File: src/verilog/pwm_sync_pkg.sv
// Shared constants of the buffered-update PWM sync block
package pwm_sync_pkg;
    // Register byte offsets
    localparam logic [5:0] CTRL_OFS   = 6'h00;
    localparam logic [5:0] SYNC_OFS   = 6'h04;
    localparam logic [5:0] BUF_FIRST  = 6'h08;
    localparam logic [5:0] BUF_LAST   = 6'h24;
    localparam logic [5:0] MASK_OFS   = 6'h28;
    localparam logic [5:0] STAT_OFS   = 6'h2c;
    // Buffered value slots (low byte at 0x08+8*slot, high byte +4)
    localparam int MOD_IDX   = 0;
    localparam int START_IDX = 1;
    localparam int MATCH0    = 2;
    localparam int NUM_BUF   = 4;
    // Control register fields
    localparam int CLKSEL_LSB = 0;
    localparam int EXTEN_BIT  = 2;
    localparam int CENTER_BIT = 3;
    localparam int JOIN_BIT   = 4;
    localparam int INV_BIT    = 5;
    localparam int OCM_LSB    = 6;
    localparam int PRESC_LSB  = 8;
    // Sync register fields
    localparam int BOTTOM_BIT  = 0;
    localparam int TOP_BIT     = 1;
    localparam int RESTART_BIT = 2;
    localparam int MSKSEL_BIT  = 3;
    localparam int SOFT_BIT    = 4;
    localparam int HWEN_LSB    = 5;
    localparam int VSEN_LSB    = 8;
    // Values after reset, and the counter step of one
    localparam logic [15:0] VALUE_RST = 16'h0000;
    localparam logic [1:0]  CLKSEL_OFF = 2'h0;
    localparam logic [7:0]  PRESC_RST  = 8'h00;
    localparam logic [15:0] ONE16      = 16'h0001;
endpackage

File: src/verilog/trigger_edge_sync.sv
// Two-flop synchroniser and rising-edge detector for the trigger inputs
module trigger_edge_sync (
    // Clock and reset
    input  wire logic       core_clk,
    input  wire logic       resetn,
    // Asynchronous trigger pins
    input  wire logic [2:0] trigIn,
    // One-cycle rising-edge pulses
    output logic      [2:0] trigEdge
);
    typedef struct packed {
        logic [2:0] meta;
        logic [2:0] synced;
        logic [2:0] prev;
    } edge_state_t;

    edge_state_t cur;
    edge_state_t next_cur;

    // Meta stage feeds only the second stage
    always_comb begin
        next_cur        = cur;
        next_cur.meta   = trigIn;
        next_cur.synced = cur.meta;
        next_cur.prev   = cur.synced;
    end

    always_ff @(posedge core_clk) begin
        if (!resetn) begin
            cur <= '0;
        end else begin
            cur <= next_cur;
        end
    end

    // Edge is synced level high now, low one cycle ago
    assign trigEdge = cur.synced & ~cur.prev;
endmodule

File: src/verilog/pwm_buffered_update_sync.sv
// Buffered register loading, PWM sync and paired outputs of a PWM timer
// How it works
// - Joined pair, extended on, edge aligned, invert set: odd output inverts even.
// - Same setup with invert clear: odd output copies even output.
// - Counter start value loads once both its bytes are written.
// - Clock source off: modulo and match load when second byte is written.
// - Clock running and extended on: modulo and match load only by sync.
// - Extended off, edge aligned: load after both bytes, at counter wrap.
// - Extended off, center aligned: load when counter steps modulo to modulo-1.
// - Output compare channel: match loads at next counter step.
// - Sync loads modulo and match, may restart counter and update mask.
// - Three trigger pins synchronised; enabled rising edge starts sync.
// - Trigger enable clears on write of 0 or when its sync completes.
// - Trigger edge with a write setting its enable: sync, enable stays.
// - Soft request starts sync; clears by write 0 or completion; set wins.
// - Load-at-bottom boundary is reaching the counter start value.
// - Load-at-top boundary is stepping from modulo-1 to modulo.
// - No boundary selected: no sync load unless restart set; both selected: first one wins.
// - Boundary select bits change only by software writes.
// - Without restart, sync loads at next boundary and clears its trigger.
// - With restart, sync loads at the trigger and clears its trigger bit.
// - Match syncs only when both bytes written and its sync enable set.
// - Mask copies every cycle, or waits for sync when mask sync selected.
//
// Design decisions made here: register access over Avalon-MM and the address map.
module pwm_buffered_update_sync
    import pwm_sync_pkg::*;
(
    // Clock and reset
    input  wire logic        core_clk,
    input  wire logic        resetn,
    // Avalon-MM slave
    input  wire logic [5:0]  address,
    input  wire logic        read,
    input  wire logic        write,
    input  wire logic [31:0] writedata,
    input  wire logic [3:0]  byteenable,
    output logic      [31:0] readdata,
    output logic             waitrequest,
    // Hardware sync triggers
    input  wire logic [2:0]  trigIn,
    // Channel outputs
    output logic      [1:0]  pwmOut
);
    typedef struct packed {
        logic                 waitReq;
        logic [31:0]          rdata;
        logic [1:0]           clkSel;
        logic                 extEn;
        logic                 centerSel;
        logic                 pairJoin;
        logic                 pairInv;
        logic [1:0]           ocMode;
        logic [2:0]           presc;
        logic                 loadBottom;
        logic                 loadTop;
        logic                 restart;
        logic                 maskSel;
        logic                 softReq;
        logic [2:0]           hwEn;
        logic [1:0]           valSyncEn;
        logic                 softPend;
        logic [2:0]           hwPend;
        logic [NUM_BUF-1:0][15:0] wbuf;
        logic [NUM_BUF-1:0][15:0] act;
        logic [NUM_BUF-1:0]   loW;
        logic [NUM_BUF-1:0]   hiW;
        logic [7:0]           prescCnt;
        logic [15:0]          count;
        logic                 down;
        logic [1:0]           maskBuf;
        logic [1:0]           maskAct;
        logic [1:0]           pwm;
    } state_t;

    state_t     cur;
    state_t     next_cur;
    logic [2:0] hwEdge;

    // Pins cross into the core clock before any logic sees them
    trigger_edge_sync trigSync (
        .core_clk (core_clk),
        .resetn   (resetn),
        .trigIn   (trigIn),
        .trigEdge (hwEdge)
    );

    // Buffered byte register decode, used for both reads and writes
    function automatic logic isBuf(input logic [5:0] a);
        return (a >= BUF_FIRST) && (a <= BUF_LAST) && (a[1:0] == 2'h0);
    endfunction

    // Slot of a buffered byte; its high byte sits 4 above
    function automatic logic [1:0] bufSlot(input logic [5:0] a);
        logic [5:0] rel;
        rel = a - BUF_FIRST;
        return rel[4:3];
    endfunction

    // Terms of the single next-state process
    logic              access;
    logic              wrDone;
    logic              syncWr;
    logic              softSet;
    logic [2:0]        effEn;
    logic [2:0]        hwFire;
    logic              anyPend;
    logic              tick;
    logic [7:0]        prescMask;
    logic              topEv;
    logic              bottomEv;
    logic              wrapEv;
    logic              topDownEv;
    logic              boundary;
    logic              syncNow;
    logic              doneSoft;
    logic [2:0]        doneHw;
    logic              clkOff;
    logic              oddLinked;
    logic [1:0]        rawOut;
    logic [NUM_BUF-1:0] complete;
    logic [NUM_BUF-1:0] load;

    always_comb begin
        next_cur  = cur;
        access    = (read | write) & cur.waitReq;
        wrDone    = write & ~cur.waitReq;
        syncWr    = wrDone && (address == SYNC_OFS) && byteenable[0];
        softSet   = syncWr && writedata[SOFT_BIT];
        clkOff    = (cur.clkSel == CLKSEL_OFF);
        complete  = cur.loW & cur.hiW;

        // One wait state, then the transfer completes
        next_cur.waitReq = ~access;

        // Prescaler gives the counter its step enable
        // Idle while no clock source is chosen
        prescMask = 8'((9'h001 << cur.presc) - 9'h001);
        tick      = !clkOff && ((cur.prescCnt & prescMask) == prescMask);
        if (!clkOff) begin
            next_cur.prescCnt = cur.prescCnt + 8'h01;
        end

        // Counter boundary events, seen on the step that makes them
        // Top event is the step into modulo in both modes
        wrapEv    = tick && !cur.centerSel && (cur.count == cur.act[MOD_IDX]);
        topDownEv = tick && cur.centerSel && !cur.down
                    && (cur.count == cur.act[MOD_IDX]);
        topEv     = tick && !cur.down
                    && (cur.count == cur.act[MOD_IDX] - ONE16);
        bottomEv  = cur.centerSel
                    ? (tick && cur.down
                       && (cur.count == cur.act[START_IDX] + ONE16))
                    : wrapEv;

        // Trigger events; an enable written this cycle already counts
        // Pending bits hold a trigger until its boundary
        effEn   = syncWr ? (cur.hwEn | writedata[HWEN_LSB +: 3]) : cur.hwEn;
        hwFire  = hwEdge & effEn;
        anyPend = cur.softPend | (|cur.hwPend);
        boundary = (cur.loadTop && topEv)
                   || (cur.loadBottom && bottomEv);

        // Restart: act on the trigger; otherwise wait for a boundary
        if (cur.restart) begin
            syncNow  = softSet || (|hwFire);
            doneSoft = softSet;
            doneHw   = hwFire;
        end else begin
            syncNow  = boundary && anyPend;
            doneSoft = boundary && cur.softPend;
            doneHw   = boundary ? cur.hwPend : 3'h0;
            next_cur.softPend = (cur.softPend & ~boundary) | softSet;
            next_cur.hwPend   = (cur.hwPend & ~{3{boundary}}) | hwFire;
        end

        // Counter runs up, or up and down in center mode
        if (cur.restart && syncNow && cur.extEn) begin
            next_cur.count = cur.act[START_IDX];
            next_cur.down  = 1'b0;
            // Prescaler restarts too, so the first count is full
            next_cur.prescCnt = PRESC_RST;
        end else if (tick) begin
            if (!cur.centerSel) begin
                next_cur.count = (cur.count == cur.act[MOD_IDX])
                                 ? cur.act[START_IDX]
                                 : cur.count + ONE16;
                next_cur.down  = 1'b0;
            end else if (!cur.down) begin
                if (cur.count == cur.act[MOD_IDX]) begin
                    next_cur.down  = 1'b1;
                    next_cur.count = cur.count - ONE16;
                end else begin
                    next_cur.count = cur.count + ONE16;
                end
            end else begin
                if (cur.count == cur.act[START_IDX]) begin
                    next_cur.down  = 1'b0;
                    next_cur.count = cur.count + ONE16;
                end else begin
                    next_cur.count = cur.count - ONE16;
                end
            end
        end

        // Load decision for every buffered value
        // A byte written during a load sets its flag again
        load[START_IDX] = complete[START_IDX];
        if (clkOff) begin
            load[MOD_IDX] = complete[MOD_IDX];
        end else if (cur.extEn) begin
            load[MOD_IDX] = complete[MOD_IDX] && syncNow;
        end else begin
            load[MOD_IDX] = complete[MOD_IDX]
                            && (cur.centerSel ? topDownEv : wrapEv);
        end
        for (int j = 0; j < 2; j++) begin
            if (clkOff) begin
                load[MATCH0+j] = complete[MATCH0+j];
            end else if (cur.extEn) begin
                load[MATCH0+j] = complete[MATCH0+j] && syncNow
                                 && cur.valSyncEn[j];
            end else if (cur.ocMode[j]) begin
                load[MATCH0+j] = complete[MATCH0+j] && tick;
            end else begin
                load[MATCH0+j] = complete[MATCH0+j]
                                 && (cur.centerSel ? topDownEv : wrapEv);
            end
        end
        for (int i = 0; i < NUM_BUF; i++) begin
            if (load[i]) begin
                next_cur.act[i] = cur.wbuf[i];
                next_cur.loW[i] = 1'b0;
                next_cur.hiW[i] = 1'b0;
            end
        end

        // Output mask: every edge, or only on sync
        if (!cur.maskSel || (syncNow && cur.extEn)) begin
            next_cur.maskAct = cur.maskBuf;
        end

        // Trigger bits clear when their sync completes
        if (doneSoft) begin
            next_cur.softReq = 1'b0;
        end
        next_cur.hwEn = cur.hwEn & ~doneHw;

        // Register writes; a set written now beats the completion clear
        // Writes come last so software has the final say
        if (wrDone && byteenable[0]) begin
            if (address == CTRL_OFS) begin
                next_cur.clkSel    = writedata[CLKSEL_LSB +: 2];
                next_cur.extEn     = writedata[EXTEN_BIT];
                next_cur.centerSel = writedata[CENTER_BIT];
                next_cur.pairJoin  = writedata[JOIN_BIT];
                next_cur.pairInv   = writedata[INV_BIT];
                next_cur.ocMode    = writedata[OCM_LSB +: 2];
            end
            if (syncWr) begin
                next_cur.loadBottom = writedata[BOTTOM_BIT];
                next_cur.loadTop    = writedata[TOP_BIT];
                next_cur.restart    = writedata[RESTART_BIT];
                next_cur.maskSel    = writedata[MSKSEL_BIT];
                next_cur.hwEn       = writedata[HWEN_LSB +: 3];
                // Restart mode completes the written request at once
                next_cur.softReq    = softSet && !cur.restart;
            end
            if (address == MASK_OFS) begin
                next_cur.maskBuf = writedata[1:0];
            end
            if (isBuf(address)) begin
                if (address[2]) begin
                    next_cur.wbuf[bufSlot(address)][15:8] = writedata[7:0];
                    next_cur.hiW[bufSlot(address)]        = 1'b1;
                end else begin
                    next_cur.wbuf[bufSlot(address)][7:0] = writedata[7:0];
                    next_cur.loW[bufSlot(address)]       = 1'b1;
                end
            end
        end
        if (wrDone && byteenable[1] && (address == CTRL_OFS)) begin
            next_cur.presc = writedata[PRESC_LSB +: 3];
        end
        if (wrDone && byteenable[1] && syncWr) begin
            next_cur.valSyncEn = writedata[VSEN_LSB +: 2];
        end

        // Read data prepared during the wait state
        // Unmapped offsets fall through and read as zero
        next_cur.rdata = 32'h0000_0000;
        if (access && read) begin
            if (address == CTRL_OFS) begin
                next_cur.rdata = {21'h0, cur.presc, cur.ocMode,
                                  cur.pairInv, cur.pairJoin, cur.centerSel,
                                  cur.extEn, cur.clkSel};
            end else if (address == SYNC_OFS) begin
                next_cur.rdata = {22'h0, cur.valSyncEn, cur.hwEn,
                                  cur.softReq, cur.maskSel, cur.restart,
                                  cur.loadTop, cur.loadBottom};
            end else if (address == MASK_OFS) begin
                next_cur.rdata = {28'h0, cur.maskAct, cur.maskBuf};
            end else if (address == STAT_OFS) begin
                next_cur.rdata = {7'h0, complete, cur.hwPend, cur.softPend,
                                  cur.down, cur.count};
            end else if (isBuf(address)) begin
                next_cur.rdata = {24'h0, address[2]
                                  ? cur.act[bufSlot(address)][15:8]
                                  : cur.act[bufSlot(address)][7:0]};
            end
        end

        // Paired channel outputs from active match values
        rawOut[0] = cur.count < cur.act[MATCH0];
        rawOut[1] = cur.count < cur.act[MATCH0+1];
        oddLinked = cur.extEn && cur.pairJoin && !cur.centerSel;
        if (oddLinked) begin
            rawOut[1] = cur.pairInv ? ~rawOut[0] : rawOut[0];
        end
        // Clock off parks both outputs low
        next_cur.pwm = clkOff ? 2'h0 : (rawOut & ~cur.maskAct);
    end

    // Whole state registered in one place
    always_ff @(posedge core_clk) begin
        if (!resetn) begin
            cur          <= '0;
            // Bus idles with waitrequest raised
            cur.waitReq  <= 1'b1;
            cur.clkSel   <= CLKSEL_OFF;
            cur.prescCnt <= PRESC_RST;
            cur.count    <= VALUE_RST;
        end else begin
            cur <= next_cur;
        end
    end

    assign readdata    = cur.rdata;
    assign waitrequest = cur.waitReq;
    assign pwmOut      = cur.pwm;
endmodule

File: config.mk
export PLATFORM = sky130hd
export DESIGN_NAME = pwm_buffered_update_sync
export DESIGN_NICKNAME = d
export VERILOG_FILES = /design/src/verilog/pwm_sync_pkg.sv /design/src/verilog/trigger_edge_sync.sv /design/src/verilog/pwm_buffered_update_sync.sv
export SDC_FILE = /design/constraint.sdc
export NUM_CORES = 1
export LEC_CHECK = 0
export BUFFER_PORTS_ARGS = -buffer_cell sky130_fd_sc_hd__buf_2
export CAP_MARGIN = 20
export CORE_UTILIZATION = 55
export CTS_CLUSTER_DIAMETER = 100
export DETAILED_ROUTE_END_ITERATION = 16
export GPL_TIMING_DRIVEN = 0
export PLACE_DENSITY = 0.86
export SLEW_MARGIN = 20
export SYNTH_ARGS = -nofsm -noshare
export SYNTH_HDL_FRONTEND = slang
export SYNTH_SLANG_ARGS = --single-unit
export TNS_END_PERCENT = 1
File: constraint.sdc
create_clock -name core_clk -period 3.68 [get_ports core_clk]
set_input_delay 0.184 -clock core_clk [delete_from_list [all_inputs] [get_ports core_clk]]
set_output_delay 0.184 -clock core_clk [all_outputs]
set_load 0.1 [all_outputs]
==> results.md, run 1 <==
* Outcome: complete, but fails checks
* Failing checks: negative setup slack
* Post-synth EDFFs at 0
* Global-route wire length before repair at 66.96 mm
* IO Count at 84
* Pwr per Cell Area at ~360 nW/um2
* DIE AREA at about 24000 um2
* MaxCap Viol Count at 0
* Row count at 54
* Inserted Clock Buffers at 24
* Worst-margin pin slew at roughly 920 ps
* Drt first pass iters at 5
* Kind of critical path: flip-flop to flip-flop
* Root Driver: clkbuf_16
* Starting Density at 56.83%
* Fillers at 1840
* Yosys warns at 0
* Synthesized instance count at 1549
* Crit share post-route at 103.4%
* Post-synthesis sequential area ratio at 35.93%
* Layout cells sized above 1 at between 10% and 20%
* Routability cong. at 1.006
* Crit. End Element: flip-flop
* Clock Skews at 13.00 ps
* Hpwl dp at 32.07 mm
* WL final at 44.78 mm
* Worst IR Drop VDD at approximately 0.45 mV
* Slew Viols, Final at 0
* Core Region at 22160 um2
* Final core occ at 65.58%
* Simple-Gate Fraction of Synth Area at 22.44%
* Area growth from synthesis to layout at 15.41%
* Total GRT Usage at 37.34%
* Post-synthesis register bit count at 226
* Slack of the critical path at -124.7 ps
* Die height at 153.3 um
* Peak Freq at 262.8 MHz
* Setup WS pre-CTS at -832.7 ps
* Commonest non-fill, non-tap cell in the layout: nand2_1
* Synthesized area per cell at a little over 8 um2
* Ys flop type: dfxtp_1
* Adder-Cell Fraction of Synth Area at between 3 and 4%
* Clk sinks at between 200 and 250
* RSZ-0062 raised after global routing: yes
* Post-Synth XOR/XNOR Area at 4.312%
* Vias per inst at 6.397
* Mapped Area at 12590 um2
* CP max FO at 8
* Asr flop ratio synth at 0%
* Final count of hold timing violations at 0
* PortBufs at between 40 and 50
* Max clock buf depth at 3
* Final TNS setup at -1487 ps
* Final nets at between 1500 and 2000
* Rel. slew slack at 38.64%
* Synth unique cells at 79
* Most used cells in the layout excluding fill and tap cells: nand2_1, dfxtp_1, a21oi_1, clkbuf_1, nor2_1
* Final setup vio count at 18
* CTS tree: done
* Critical Path Source Type: flip-flop
* Max H-tree Level at 1
* Multiplexer share of the synthesized area at 10.39%
* CTS clock-pin slew for the worst setup and hold paths at 60 ps
* Vias in the first global route at roughly 12000
* Hold WC Path Type: input port to flip-flop
* Initial antenna violation count at 0
* Die Wd at 153.3 um
* GRT overflow at 0
* Via count at 12510
* Combinational family with the most area after synthesis: simple AND/OR/NAND/NOR gates
* Average wire per standard cell at approximately 23 um
* CP arrival at 4270 ps
* Drt drc at 0
* Worst-Skew Late Latency at 540 ps
* Worst hold slack at 205.1 ps
* Leakage power at 5.545 nW
* Post-route ant nets at 0
* Largest net degree at the start of global routing at 14
* Shortest period the worst path allows at 3805 ps
* Required time of the critical path at 4150 ps
* DRT iter0 DRCs at 1448
* Post-synthesis compound-gate area fraction at 15.12%
[cells by family after synthesis]
family	count (synthesis)
xor gates and xnor gates	62
muxes	109
and+or+nand+nor	601
other	1
buffers and inverters	206
AOI/OAI and AO/OA	304
DFF	226
adders and majority gates	40
[area by class of cell]
cell class              count  area [um2]  share of cell area [%]
multi-input cells        1123        7274                   50.05
flip-flops and latches    226        4539                   31.23
plain buffers             152       800.8                   5.510
clock buffers              33       654.4                   4.502
repair buffers             83       584.3                   4.020
well taps                 280       350.3                   2.410
inverters                  49       183.9                   1.265
clock inverters             8       143.9                  0.9900
diodes                      1       2.502                 0.01722
[critical path: stages (launching register included)]
cell and delay, ps:
dfxtp_4 380, or3_4 390, ha_4 180, o211a_1 220, or4_4 580, or4_4 560, o32ai_4 360, a21boi_4 130
o31ai_4 340, buf_6 180, buf_12 110, buf_6 100, mux2i_1 190
[cells in the mapped netlist, types with 13 or more instances]
library cell | n | area share [%]
a21o_1 | 13 | 0.77
a21oi_1 | 137 | 5.4
and2_1 | 26 | 1.3
buf_4 | 35 | 2.1
clkbuf_1 | 99 | 3.0
dfxtp_1 | 226 | 36
ha_1 | 40 | 4.0
inv_1 | 48 | 1.4
mux2i_1 | 88 | 7.0
mux4_2 | 17 | 3.0
nand2_1 | 267 | 8.0
nand3_1 | 75 | 3.0
nand4_1 | 21 | 1.0
nor2_1 | 92 | 2.7
nor2b_1 | 13 | 0.65
nor3_1 | 27 | 1.1
o21ai_0 | 42 | 1.7
o22ai_1 | 21 | 1.0
xnor2_1 | 39 | 2.7
xor2_1 | 23 | 1.6
[state kept, by name, summed over array words and instances (netlist names)]
signal / cells
readdata: 25
trigSync.cur: 9
cur: 189
waitrequest: 1
pwmOut: 2
[report_power, final]
group | leakage, nW | internal, mW | total, mW | switching (mW)
Combinational | 3.33 | 0.0588 | 0.248 | 0.189
Clock | 0.388 | 1.46 | 2.48 | 1.02
Sequential | 1.83 | 2.45 | 2.45 | 0.00337
Total | 5.54 | 3.97 | 5.18 | 1.22
[repair_timing]
| item | in CTS | in global routing |
|---|---|---|
| cloned | 2 | 0 |
| setup endpoints to repair | 73 | 63 |
| endpoints found under the hold margin | 11 | 0 |
| pin swaps | 12 | 13 |
| resized for setup | 36 | 24 |
| buffers inserted | 13 | 5 |
| hold buffers | 14 | 0 |
[layer usage]
| metal | global-route usage, % | wire length, um |
|---|---|---|
| met4 | 24.15 | 2832 |
| met2 | 57.19 | 19450 |
| met1 | 47.46 | 17030 |
| met3 | 8.279 | 5470 |
| met5 | 0 | 0 |
[worst paths after layout]
path	end	slack, ps	cells past startpoint	start
min	cur[176]$_SDFF_PN0_	210	3	resetn
max	cur[77]$_SDFFE_PN0P_	-120	12	cur[183]$_SDFFE_PN0P_
min reg2reg	trigSync.cur[5]$_SDFF_PN0_	430	1	trigSync.cur[8]$_SDFF_PN0_
max reg2reg	cur[77]$_SDFFE_PN0P_	-120	12	cur[183]$_SDFFE_PN0P_
[stage by stage]
stage	area, um2	std cells	total power [mW]
2_1_floorplan	12620	1555	2.658
3_3_place_gp	13210	1884	2.734
3_5_place_dp	13220	1884	2.737
4_1_cts	14440	1951	5.170
5_1_grt	14530	1954	5.278
6_report	14530	1955	5.184
Note: power is estimated with default switching activity, not from simulation.
==> run 2, diff against run 1 <==
--- a/config.mk
+++ b/config.mk
@@ -12,6 +12,7 @@
 export DETAILED_ROUTE_END_ITERATION = 16
 export GPL_TIMING_DRIVEN = 0
 export PLACE_DENSITY = 0.86
+export SETUP_SLACK_MARGIN = 0.15
 export SLEW_MARGIN = 20
 export SYNTH_ARGS = -nofsm -noshare
 export SYNTH_HDL_FRONTEND = slang
==> results.md, run 2 (same netlist as run 1, synthesis figures left out) <==
* Worst-Skew Late Latency at 540 ps (about the same)
* Cell Count, Final, Fillers Out at 1959 (+0.20%)
* Hold WC Path Type: input port to flip-flop
* Critical Path Max Stage Delay at 600 ps (+20 ps)
* Root Driver: clkbuf_16
* Crit. End Element: flip-flop
* Failing checks: negative setup slack
* Worst Hold Launch: resetn
* Rel. slew slack at 37.93% (-0.71 points)
* Total GRT Usage at 37.46% (+0.13 points)
* Max H-tree Level at 1 (unchanged)
* Ant diodes at 0 (-1)
* Largest net degree at the start of global routing at 14 (unchanged)
* CTS clock-pin slew for the worst setup and hold paths at 60 ps (about the same)
* RSZ-0062 raised after global routing: yes
* Area growth from synthesis to layout at 15.88%
* Drt drc at 0 (unchanged)
* Post-Place Cells at 1884 (unchanged)
* PortBufs at 49 (unchanged)
* Clk sinks at 226 (unchanged)
* Critical Path Most Common Cell: buf_6
* Starting Density at 56.83% (unchanged)
* Fillers at 1822 (-0.98%)
* CP arrival at 4320 ps (+50 ps)
* CP max FO at 4 (-4)
* Inserted Clock Buffers at 24 (unchanged)
* FF-to-FF End: cur[75]$_SDFFE_PN0P_
* Largest Register: cur
* Power, Total at 5.179 mW (about the same)
* Final nets at 1753 (+0.29%)
* Routability cong. at 1.006 (unchanged)
* Row count at 54 (unchanged)
* Die Wd at 153.3 um (unchanged)
* Reg2Reg Setup Slack at -180 ps (-50 ps)
* R2R depth at 13 (+1)
* Via count at 12410 (-0.79%)
* Reg2reg start: cur[182]$_SDFFE_PN0P_
* GRT overflow at 0 (unchanged)
* Worst hold stages at 3 (unchanged)
* Hpwl dp at 32.07 mm (unchanged)
* Leakage power at 5.579 nW (+0.62%)
* WL final at 44.67 mm (-0.24%)
* Post-route ant nets at 0 (unchanged)
* Vias per inst at 6.333 (-0.99%)
* Vias in the first global route at 11740 (+0.051%)
* Die height at 153.3 um (unchanged)
* Core Region at 22160 um2 (unchanged)
* Max clock buf depth at 3 (unchanged)
* Slew Viols, Final at 0 (unchanged)
* DRT iter0 DRCs at 1453 (+0.35%)
* DIE AREA at 23510 um2 (unchanged)
* Worst IR Drop VDD at 0.4540 mV (+0.58%)
* Global-route wire length before repair at 67.29 mm (+0.48%)
* Multi-input gate area at 7303 um2 (+0.40%)
* CTS tree: done
* Kind of critical path: flip-flop to flip-flop
* Max reg flops at 189 (unchanged)
* Drt first pass iters at 7 (+2)
* Initial antenna violation count at 0 (unchanged)
* CP max stage cell: or4_4
* Most used cells in the layout excluding fill and tap cells: nand2_1, dfxtp_1, a21oi_1, clkbuf_1, nor2_1
* Hold EP: cur[176]$_SDFF_PN0_
* Outcome: complete, but fails checks
* Final count of hold timing violations at 0 (unchanged)
* Commonest non-fill, non-tap cell in the layout: nand2_1
* Required time of the critical path at 4140 ps (about the same)
* Register area at 4528 um2 (-0.25%)
* Final setup vio count at 30 (+12)
* MaxCap Viol Count at 0 (unchanged)
* Pwr per Cell Area at 354.9 nW/um2 (-0.50%)
* Worst-margin pin slew at 931.1 ps (+10.71 ps)
* Peak Freq at 259.3 MHz (-1.3%)
* Clock Skews at 16.23 ps (+3.238 ps)
* Crit share post-route at 104.8% (+1.4 points)
* Final core occ at 65.85% (+0.27 points)
* Average wire per standard cell at 22.80 um (-0.44%)
* Slack of the critical path at -176.1 ps (-51.39 ps)
* Layout cells sized above 1 at 14.29% (+0.44 points)
* Crit-path cells: buf_6 -> or3_4 -> ha_4 -> o211a_1 -> or4_4 -> or4_4 -> o32ai_4 -> a21boi_4 -> o31ai_4 -> buf_6 -> buf_12 -> buf_6 -> mux2i_1
* Critical Path Source Type: flip-flop
* IO Count at 84 (unchanged)
* Shortest period the worst path allows at 3856 ps (+51.39 ps)
[run 2: critical path, delay by kind of cell (launching register included)]
| family | cells | cell delay (ps) |
|---|---|---|
| compound gates | 4 | 1060 |
| fa+ha+maj | 1 | 180 |
| buf+inv | 4 | 510 |
| flops | 1 | 310 |
| mux | 1 | 200 |
| simple gates | 3 | 1510 |
[run 2: worst max-delay path by stage]
| stage | start | endpoint | slack [ps] | depth (start not counted) |
|---|---|---|---|---|
| after floorplan | cur[183]$_SDFFE_PN0P_ | cur[100]$_SDFFE_PN0P_ | 210 | 12 |
| after global placement | cur[14]$_SDFFE_PN0P_ | cur[42]$_SDFFE_PN0P_ | -750 | 12 |
| after detailed placement | cur[14]$_SDFFE_PN0P_ | cur[41]$_SDFFE_PN0P_ | -830 | 12 |
| after CTS | cur[182]$_SDFFE_PN0P_ | cur[80]$_SDFFE_PN0P_ | -130 | 14 |
| after global routing | cur[182]$_SDFFE_PN0P_ | cur[79]$_SDFFE_PN0P_ | -250 | 13 |
| final | cur[182]$_SDFFE_PN0P_ | cur[75]$_SDFFE_PN0P_ | -180 | 13 |
[run 2: stage by stage]
stage          setup slack (ps)  setup TNS [ps]  cell area, um2  hold slack (ps)
6_report                 -176.1           -2941           14590            196.4
3_3_place_gp             -750.8          -36430           13210            391.0
2_1_floorplan             205.7               0           12620            299.9
5_1_grt                  -249.7           -6611           14590            210.0
4_1_cts                  -134.1           -1616           14520            185.0
3_5_place_dp             -832.7          -38450           13220            396.3
[run 2: routing by layer]
metal / vias to the layer above / share of wire (%) / global-route usage (%)
met5: - / 0 / 0
met4: 0 / 6.4 / 23.86
met3: 185 / 12 / 7.910
met2: 810 / 44 / 57.64
met1: 5826 / 39 / 47.79
li1: 5586 / - / -
[run 2: final cells by class]
type                    instances  area share, %
repair buffers                 83          4.004
clock buffers                  33          4.484
flip-flops and latches        226          31.03
multi-input cells            1123          50.05
plain buffers                 157          5.788
well taps                     280          2.401
inverters                      49          1.260
clock inverters                 8         0.9860
[run 2: repair_timing]
item,4_1_cts,5_1_grt
endpoints found under the setup margin,75,81
resized for setup,45,26
setup buffers,17,1
cloned,2,0
pin swaps,14,14
hold buffers,14,0
hold endpoints to repair,11,0
[run 2: power by group]
group	total, mW	switching (mW)	leakage (nW)	internal [mW]
clock network	2.48	1.02	0.388	1.46
registers	2.46	0.00334	1.82	2.45
logic	0.248	0.189	3.37	0.0588
